$ cat src/mac_phy_params.svh
// Constants for the PHY-side shell of the MAC: frame layout of the
// management serial line, speed codes and in-band status bit positions.
// Assumes inclusion by bare name from the design files.
`ifndef MAC_PHY_PARAMS_SVH
`define MAC_PHY_PARAMS_SVH

`define SPEED_10        2'h0
`define SPEED_100       2'h1
`define SPEED_1000      2'h2
`define MDIO_FRAME_BITS 7'h40
`define MDIO_TA_BIT     7'h2E
`define MDIO_DATA_BIT   7'h30
`define MDIO_PREAMBLE   32'hFFFFFFFF
`define MDIO_START      2'h1
`define MDIO_OP_READ    2'h2
`define MDIO_OP_WRITE   2'h1
`define MDIO_TA_WRITE   2'h2
`define INB_LINK_BIT    0
`define INB_SPEED_LO    1
`define INB_DUPLEX_BIT  3

`endif

$ cat src/mac_phy_pkg.sv
// Types shared by the PHY-side shell of the MAC.
// Assumes the constants header is compiled alongside.
package mac_phy_pkg;
  typedef enum logic [1:0] {MEDIA_GMII, MEDIA_MII, MEDIA_RGMII} media_e;
  typedef enum logic {MG_IDLE, MG_SHIFT} mgmt_state_e;
endpackage

$ cat src/pin_sampler.sv
// Two-stage synchroniser for a group of pins, with a third stage kept
// for edge detection. Assumes the pins are asynchronous to clock.
`timescale 1ns/10ps
`default_nettype none

module pin_sampler #(
  parameter int W = 1
) (
  input  wire logic         clock,
  input  wire logic         reset_n,
  input  wire logic [W-1:0] pinIn,
  output var  logic [W-1:0] syncOut,
  output var  logic [W-1:0] prevOut
);
  logic [W-1:0] meta_ff;

  // The first stage feeds only the second; edges use stages two and three.
  always_ff @(posedge clock or negedge reset_n) begin
    if (!reset_n) begin
      meta_ff <= '0;
      syncOut <= '0;
      prevOut <= '0;
    end else begin
      meta_ff <= pinIn;
      syncOut <= meta_ff;
      prevOut <= syncOut;
    end
  end
endmodule

`default_nettype wire

$ cat src/mac_phy_mgmt_interface.sv
// PHY-side shell of the MAC: media data paths, in-band status and the
// management serial line. Assumes PHY clocks and pins are asynchronous
// and are oversampled by clock; configuration comes from vector inputs.
`timescale 1ns/10ps
`default_nettype none
`include "mac_phy_params.svh"

module mac_phy_mgmt_interface
  import mac_phy_pkg::*;
#(
  parameter media_e MEDIA        = MEDIA_GMII,
  parameter bit     MGMT_PRESENT = 1'b1
) (
  input  wire logic        clock,
  input  wire logic        reset_n,
  input  wire logic [1:0]  cfgSpeed,
  input  wire logic        cfgTxEnable,
  input  wire logic        cfgRxEnable,
  input  wire logic        cfgTxReset,
  input  wire logic        cfgRxReset,
  input  wire logic [5:0]  cfgMdcDivide,
  input  wire logic        gtxTick,
  input  wire logic        txValid,
  input  wire logic [7:0]  txData,
  input  wire logic        txLast,
  input  wire logic        txUserErr,
  output logic             txReady,
  output var  logic        rxValid,
  output var  logic [7:0]  rxData,
  output var  logic        rxErr,
  output var  logic        rxLast,
  output logic             speed_hundred_ind,
  output logic             speed_low_rate_ind,
  output var  logic [7:0]  phyTxd,
  output var  logic        phyTxEn,
  output var  logic        phyTxEr,
  input  wire logic        phyTxClk,
  input  wire logic        phyRxClk,
  input  wire logic [7:0]  phyRxd,
  input  wire logic        phyRxDv,
  input  wire logic        phyRxEr,
  output var  logic        inbandLinkStatus,
  output var  logic [1:0]  inbandClockSpeed,
  output var  logic        inbandDuplexStatus,
  input  wire logic        mgmtStart,
  input  wire logic        mgmtRead,
  input  wire logic [4:0]  mgmtPhyAddr,
  input  wire logic [4:0]  mgmtRegAddr,
  input  wire logic [15:0] mgmtWrData,
  output logic             mgmtBusy,
  output var  logic [15:0] mgmtRdData,
  output logic             mdc,
  input  wire logic        mdioIn,
  output logic             mdioOut,
  output logic             mdioTristate
);
  // ********************************************************************
  // Pin sampling
  // ********************************************************************
  logic [11:0] rxSync;
  logic [11:0] rxPrev;
  logic [1:0]  miscSync;
  logic [1:0]  miscPrev;

  pin_sampler #(.W(12)) rxSampler (
    .clock   (clock),
    .reset_n (reset_n),
    .pinIn   ({phyRxClk, phyRxDv, phyRxEr, phyRxd, 1'b0}),
    .syncOut (rxSync),
    .prevOut (rxPrev)
  );

  pin_sampler #(.W(2)) miscSampler (
    .clock   (clock),
    .reset_n (reset_n),
    .pinIn   ({phyTxClk, mdioIn}),
    .syncOut (miscSync),
    .prevOut (miscPrev)
  );

  // Clocks arrive as data, so the PHY clock must stay well below clock/4.
  wire       rxTick  = rxSync[11] & ~rxPrev[11];
  wire       rxDvS   = rxSync[10];
  wire       rxErS   = rxSync[9];
  wire [7:0] rxdS    = rxSync[8:1];
  wire       txTickP = miscSync[1] & ~miscPrev[1];
  wire       mdioS   = miscSync[0];
  wire       nibMode = (MEDIA != MEDIA_GMII);

  // ********************************************************************
  // Transmit path
  // ********************************************************************
  logic       txBusy_ff;
  logic       txHi_ff;
  logic       txHoldLast_ff;
  logic [3:0] txHold_ff;
  logic [1:0] txSpeed_ff;

  // Speed stays frozen for a whole frame and follows the vector between.
  wire [1:0] txSpeedNow = txBusy_ff ? txSpeed_ff : cfgSpeed;
  wire       gigMode    = (txSpeedNow == `SPEED_1000) && !nibMode;
  wire       txTick     = gigMode ? gtxTick : txTickP;
  wire       txOpen     = txBusy_ff | cfgTxEnable;
  assign txReady = txTick & ~txHi_ff & txOpen & ~cfgTxReset;
  wire       txTake     = txReady & txValid;
  wire       txEndNow   = txTake & txLast & ~nibMode;

  always_ff @(posedge clock or negedge reset_n) begin
    if (!reset_n) begin
      txBusy_ff     <= 1'b0;
      txHi_ff       <= 1'b0;
      txHoldLast_ff <= 1'b0;
      txHold_ff     <= 4'h0;
      txSpeed_ff    <= `SPEED_1000;
      phyTxd        <= 8'h00;
      phyTxEn       <= 1'b0;
      phyTxEr       <= 1'b0;
    end else if (cfgTxReset) begin
      txBusy_ff <= 1'b0;
      txHi_ff   <= 1'b0;
      phyTxEn   <= 1'b0;
      phyTxEr   <= 1'b0;
    end else if (txTick) begin
      if (txHi_ff) begin
        phyTxd    <= {4'h0, txHold_ff};
        txHi_ff   <= 1'b0;
        txBusy_ff <= ~txHoldLast_ff;
      end else if (txTake) begin
        if (!txBusy_ff) begin
          txSpeed_ff <= cfgSpeed;
        end
        phyTxd        <= nibMode ? {4'h0, txData[3:0]} : txData;
        txHold_ff     <= txData[7:4];
        txHi_ff       <= nibMode;
        txHoldLast_ff <= txLast;
        txBusy_ff     <= ~txEndNow;
        phyTxEr       <= txUserErr;
      end else begin
        phyTxEr <= 1'b0;
      end
      phyTxEn <= txHi_ff | txTake;
    end
  end

  // ********************************************************************
  // Receive path and in-band status
  // ********************************************************************
  logic       rxBusy_ff;
  logic       rxOn_ff;
  logic       rxHi_ff;
  logic [3:0] rxLow_ff;

  // The first byte of a frame is judged by the enable it meets at the
  // start tick, since the latched copy still belongs to the last frame.
  wire rxOnNow   = rxBusy_ff ? rxOn_ff : cfgRxEnable;
  wire rxHiNow   = rxBusy_ff & rxHi_ff;
  wire rxDeliver = rxTick & rxDvS & rxOnNow;
  wire rxByteOut = rxDeliver & (~nibMode | rxHiNow);

  always_ff @(posedge clock or negedge reset_n) begin
    if (!reset_n) begin
      rxBusy_ff <= 1'b0;
      rxOn_ff   <= 1'b0;
      rxHi_ff   <= 1'b0;
      rxLow_ff  <= 4'h0;
      rxValid   <= 1'b0;
      rxData    <= 8'h00;
      rxErr     <= 1'b0;
      rxLast    <= 1'b0;
    end else if (cfgRxReset) begin
      rxBusy_ff <= 1'b0;
      rxOn_ff   <= 1'b0;
      rxHi_ff   <= 1'b0;
      rxValid   <= 1'b0;
      rxLast    <= 1'b0;
    end else begin
      rxValid <= rxByteOut;
      rxLast  <= rxTick & ~rxDvS & rxBusy_ff & rxOn_ff;
      if (rxTick) begin
        rxBusy_ff <= rxDvS;
        if (rxDvS && !rxBusy_ff) begin
          rxOn_ff <= cfgRxEnable;
          rxHi_ff <= 1'b0;
        end
      end
      if (rxDeliver && nibMode && !rxHiNow) begin
        rxLow_ff <= rxdS[3:0];
        rxHi_ff  <= 1'b1;
      end else if (rxByteOut) begin
        rxData  <= nibMode ? {rxdS[3:0], rxLow_ff} : rxdS;
        rxHi_ff <= 1'b0;
      end
      if (rxDeliver) begin
        rxErr <= rxErS;
      end
    end
  end

  // In-band status is only meaningful while no frame is on the wire.
  wire inbandTake = (MEDIA == MEDIA_RGMII) && rxTick && !rxDvS;

  always_ff @(posedge clock or negedge reset_n) begin
    if (!reset_n) begin
      inbandLinkStatus   <= 1'b0;
      inbandClockSpeed   <= `SPEED_10;
      inbandDuplexStatus <= 1'b0;
    end else if (inbandTake) begin
      inbandLinkStatus   <= rxdS[`INB_LINK_BIT];
      inbandClockSpeed   <= rxdS[`INB_SPEED_LO +: 2];
      inbandDuplexStatus <= rxdS[`INB_DUPLEX_BIT];
    end
  end

  // No register bank is built the vector inputs stand in for it.
  // Configuration vector drives the speed indications directly.
  assign speed_hundred_ind  = (cfgSpeed == `SPEED_100);
  assign speed_low_rate_ind = (cfgSpeed == `SPEED_10) ||
                              (cfgSpeed == `SPEED_100);

  // ********************************************************************
  // Management serial line
  // ********************************************************************
  mgmt_state_e mgState_ff;
  logic [5:0]  mdcCount_ff;
  logic        mdc_ff;
  logic [6:0]  bitIdx_ff;
  logic [63:0] shift_ff;
  logic        mgRead_ff;
  logic        drive_ff;

  wire mdcHalf = (cfgMdcDivide != 6'h00) && (mdcCount_ff == cfgMdcDivide);
  wire mdcFall = mdcHalf & mdc_ff;
  wire mdcRise = mdcHalf & ~mdc_ff;
  wire lastBit = (bitIdx_ff == (`MDIO_FRAME_BITS - 7'h01));
  wire [1:0] opCode = mgmtRead ? `MDIO_OP_READ : `MDIO_OP_WRITE;
  wire [63:0] frameWord = {`MDIO_PREAMBLE, `MDIO_START, opCode,
                           mgmtPhyAddr, mgmtRegAddr, `MDIO_TA_WRITE,
                           mgmtWrData};

  always_ff @(posedge clock or negedge reset_n) begin
    if (!reset_n) begin
      mdcCount_ff <= 6'h00;
      mdc_ff      <= 1'b0;
    end else if (mdcHalf || cfgMdcDivide == 6'h00) begin
      mdcCount_ff <= 6'h00;
      mdc_ff      <= (cfgMdcDivide != 6'h00) & ~mdc_ff;
    end else begin
      mdcCount_ff <= mdcCount_ff + 6'h01;
    end
  end

  always_ff @(posedge clock or negedge reset_n) begin
    if (!reset_n) begin
      mgState_ff <= MG_IDLE;
      bitIdx_ff  <= 7'h00;
      shift_ff   <= 64'h0;
      mgRead_ff  <= 1'b0;
      drive_ff   <= 1'b0;
      mgmtRdData <= 16'h0000;
    end else begin
      case (mgState_ff)
        MG_IDLE: begin
          if (mgmtStart && MGMT_PRESENT && mdcFall) begin
            mgState_ff <= MG_SHIFT;
            shift_ff   <= frameWord;
            mgRead_ff  <= mgmtRead;
            bitIdx_ff  <= 7'h00;
            drive_ff   <= 1'b1;
          end
        end
        MG_SHIFT: begin
          if (mdcRise && mgRead_ff && bitIdx_ff >= `MDIO_DATA_BIT) begin
            mgmtRdData <= {mgmtRdData[14:0], mdioS};
          end
          if (mdcFall) begin
            if (lastBit) begin
              mgState_ff <= MG_IDLE;
              drive_ff   <= 1'b0;
            end else begin
              bitIdx_ff <= bitIdx_ff + 7'h01;
              shift_ff  <= {shift_ff[62:0], 1'b0};
              if (mgRead_ff && bitIdx_ff + 7'h01 == `MDIO_TA_BIT) begin
                drive_ff <= 1'b0;
              end
            end
          end
        end
        default: mgState_ff <= MG_IDLE;
      endcase
    end
  end

  // Without the option the pins stay idle: clock low, line released.
  assign mdc          = MGMT_PRESENT & mdc_ff;
  assign mgmtBusy     = (mgState_ff == MG_SHIFT);
  assign mdioOut      = MGMT_PRESENT & shift_ff[63];
  assign mdioTristate = ~(MGMT_PRESENT & drive_ff);
endmodule

`default_nettype wire

$ cat config.mk
export PLATFORM = sky130hd
export DESIGN_NAME = mac_phy_mgmt_interface
export DESIGN_NICKNAME = d
export VERILOG_FILES = /design/src/mac_phy_pkg.sv /design/src/pin_sampler.sv /design/src/mac_phy_mgmt_interface.sv
export VERILOG_INCLUDE_DIRS = /design/src
export SDC_FILE = /design/constraint.sdc
export NUM_CORES = 1
export LEC_CHECK = 0
export BUFFER_PORTS_ARGS = -buffer_cell sky130_fd_sc_hd__buf_2
export CAP_MARGIN = 20
export CORE_ASPECT_RATIO = 1.25
export CORE_MARGIN = 10
export CORE_UTILIZATION = 40
export CTS_CLUSTER_DIAMETER = 200
export CTS_CLUSTER_SIZE = 30
export DETAILED_ROUTE_END_ITERATION = 6
export GPL_TIMING_DRIVEN = 0
export MAX_ROUTING_LAYER = met4
export PLACE_DENSITY = 0.64
export SYNTH_ARGS = -nofsm -noshare
export SYNTH_HDL_FRONTEND = slang
export SYNTH_HIERARCHICAL = 1
export SYNTH_SLANG_ARGS = --single-unit
$ cat constraint.sdc
create_clock -name clock -period 2.8 [get_ports clock]
set_input_delay 0.84 -clock clock [delete_from_list [all_inputs] [get_ports clock]]
set_output_delay 0.84 -clock clock [all_outputs]
set_load 0.005 [all_outputs]
==> summary.txt <==
Finish
  – Layout Nets: 640
  – Share of cells above drive strength 1: 0.447
  – Layout Utilization: 0.504
  – Synth-to-Final Area Change: 24.2%
  – Number of diodes: 0

Clock tree
  – Root Buffer: clkbuf_16
  – Worst-path clk slew: 60 ps
  – Htree depth: 4
  – Total CTS buffers: 17
  – Clock sink total: 151
  – TritonCTS clock tree: built
  – CTS Buffer Depth: 2
  – Insertion delay to the later sink of the worst-skew pair: 420 ps

Floorplan
  – Cell Rows: 50
  – Chip width: 130 um
  – Io pins: 115
  – Initial Util: 0.406
  – Die H: 158 um
  – Core Region: 15000 um2
  – Die footprint: 20500 um2

STA
  – Clock Skew: 6.01 ps
  – Fin. Hold Viols: 0
  – Slew @ Worst Pin: 800 ps
  – Final min period: 2750 ps
  – Fmax: 363 MHz
  – WHS: 345 ps
  – RSZ-0062 raised after global routing: false
  – Setup TNS: 0 ps
  – Final setup viols: 0
  – Crit share post-route: 0.983
  – Slew margin rel.: 0.465
  – Slew Viols, Final: 0

Critical path
  – Critical path peak fanout: 2
  – Worst-case reg-to-reg path depth: 6
  – Arrival time worst endpoint: 1910 ps
  – Worst setup SP type: input pin
  – Setup crit end kind: output pin
  – Crit path required time: 1960 ps
  – Crit path kind: in -> out

Global routing
  – Remaining global-route overflow: 0
  – All-Layer GR Usage: 0.127
  – First-pass GRT wire length: 20300 um
  – Largest net degree at the start of global routing: 104
  – Initial antenna violation count: 0
  – Number of global-route vias before repair: 4215

Placed design
  – Final weighted congestion in routability-driven placement: 0.835
  – IO Port Bufs: 110
  – Post-detail-place hpwl: 8680 um

Detailed routing
  – Wire length per cell: 15.6 um
  – Post-route DRC: 0
  – DRT iter0 DRCs: 243
  – Via count: 3884
  – DR vias/cell: 5.08
  – Initial DRT Pass Iterations: 4
  – Remaining antenna violation count: 0
  – Drt total wl: 11900 um

Power
  – Pint: 4.47 mW
  – Combinational Power Share: 0.148
  – Leak Pwr: 3.74 nW
  – Sequential Power Share: 0.478
  – Clock share of power: 0.374
  – Pwr/cell area: 793 nW/um2
  – Net Sw Power: 1.51 mW
  – Switching Fraction: 0.253
  – VDD IR max: 0.340 mV

Yosys
  – Syn avg cell area: 14.1 um2
  – Post-Syn Area: 6070 um2
  – Syn Inst Count: 432
  – Ys Warns: 6

Run
  – Max cap viols: 0

Hold path
  – Worst min path class: reg -> reg
  – Hold path cells: 0

Status
  – Status: completed
## worst max-delay path: stages
cell     delay (ps)
buf_8            90
nor3b_4         140
or4b_4          480
and2_4          170
nor2_1           70
buf_2           120
## power groups by stage
stage / Clock (mW) / Sequential, mW / Combinational [mW]
2_1_floorplan: 0 / 2.84 / 0.598
3_3_place_gp: 0 / 2.88 / 0.850
3_5_place_dp: 0 / 2.90 / 0.893
4_1_cts: 2.31 / 2.86 / 0.902
5_1_grt: 2.40 / 2.92 / 1.00
6_report: 2.24 / 2.86 / 0.884
## what timing repair did
action,CTS,global route
gates resized for setup,5,1
buffers inserted,2,2
hold buffers,0,0
pin swaps,2,1
endpoints found under the setup margin,1,1
## per-layer routing
| metal | GRT usage | vias up | share of wire |
|---|---|---|---|
| met5 | - | - | 0 |
| met3 | 0.0448 | 20 | 0.078 |
| met2 | 0.195 | 121 | 0.47 |
| met4 | 0.0563 | 0 | 0.018 |
| met1 | 0.149 | 1923 | 0.44 |
| li1 | - | 1820 | - |
## cells in the final DEF, fill, tap and decap left out, types with 2 or more instances in the layout
cell type,count
xnor2_1,3
o22a_1,34
a211o_1,2
dfrtp_1,149
a22o_1,4
o21ai_0,7
nor2_1,24
conb_1,4
a221o_1,2
buf_6,2
inv_1,8
clkinv_2,2
nand2b_1,5
inv_6,2
a211oi_2,2
nand2_1,13
buf_2,117
mux2_2,84
buf_4,11
clkinvlp_4,6
clkinv_4,2
nand3_1,8
mux2_1,5
a21oi_1,6
and3_1,6
clkbuf_16,17
ha_1,4
nor2b_1,3
nand3b_1,2
nor4_1,4
clkbuf_1,4
o21bai_1,2
bufinv_16,2
and3b_1,2
xor2_1,8
## sequential cells by signal (all words and copies together) (netlist names), 2 cells and up
name / cells
mgmtRdData: 16
bitIdx_ff: 7
miscSampler/meta_ff: 2
shift_ff: 64
rxSampler/syncOut: 11
phyTxd: 8
txSpeed_ff: 2
rxData: 8
miscSampler/syncOut: 2
rxSampler/meta_ff: 11
mdcCount_ff: 6
## layout make-up
type                       count  area [um2]
inverter                       8        30.0
multi-input combinational    255        2170
buffer                        21         124
clock inverter                14         150
timing repair buffer         115         624
fill                        1321        7410
sequential                   151        3780
clock buffer                  18         439
tap                          182         228
## stage by stage
step | power (mW) | setup WS [ps] | instances | cell area, um2
2_1_floorplan | 3.44 | 199 | 435 | 6090
4_1_cts | 6.07 | -10.6 | 762 | 7530
6_report | 5.98 | 47.2 | 764 | 7540
3_5_place_dp | 3.79 | -78.8 | 728 | 6900
3_3_place_gp | 3.73 | -1190 | 727 | 6860
5_1_grt | 6.32 | 15.8 | 764 | 7540
## worst paths after layout
| path | startpoint | slack (ps) | to |
|---|---|---|---|
| setup / recovery | cfgSpeed[1] | 50 | txReady |
| hold / removal | rxSampler/meta_ff[11] | 340 | rxSampler/syncOut[11] |
| setup reg to reg | mdcCount_ff[2] | 490 | shift_ff[15] |
| hold reg to reg | rxSampler/meta_ff[11] | 340 | rxSampler/syncOut[11] |
| max in group asynchronous | reset_n | 1600 | mdcCount_ff[0] |
| min in group asynchronous | reset_n | 350 | rxSampler/syncOut[7] |
No activity file was read; power rests on OpenSTA's default activity.
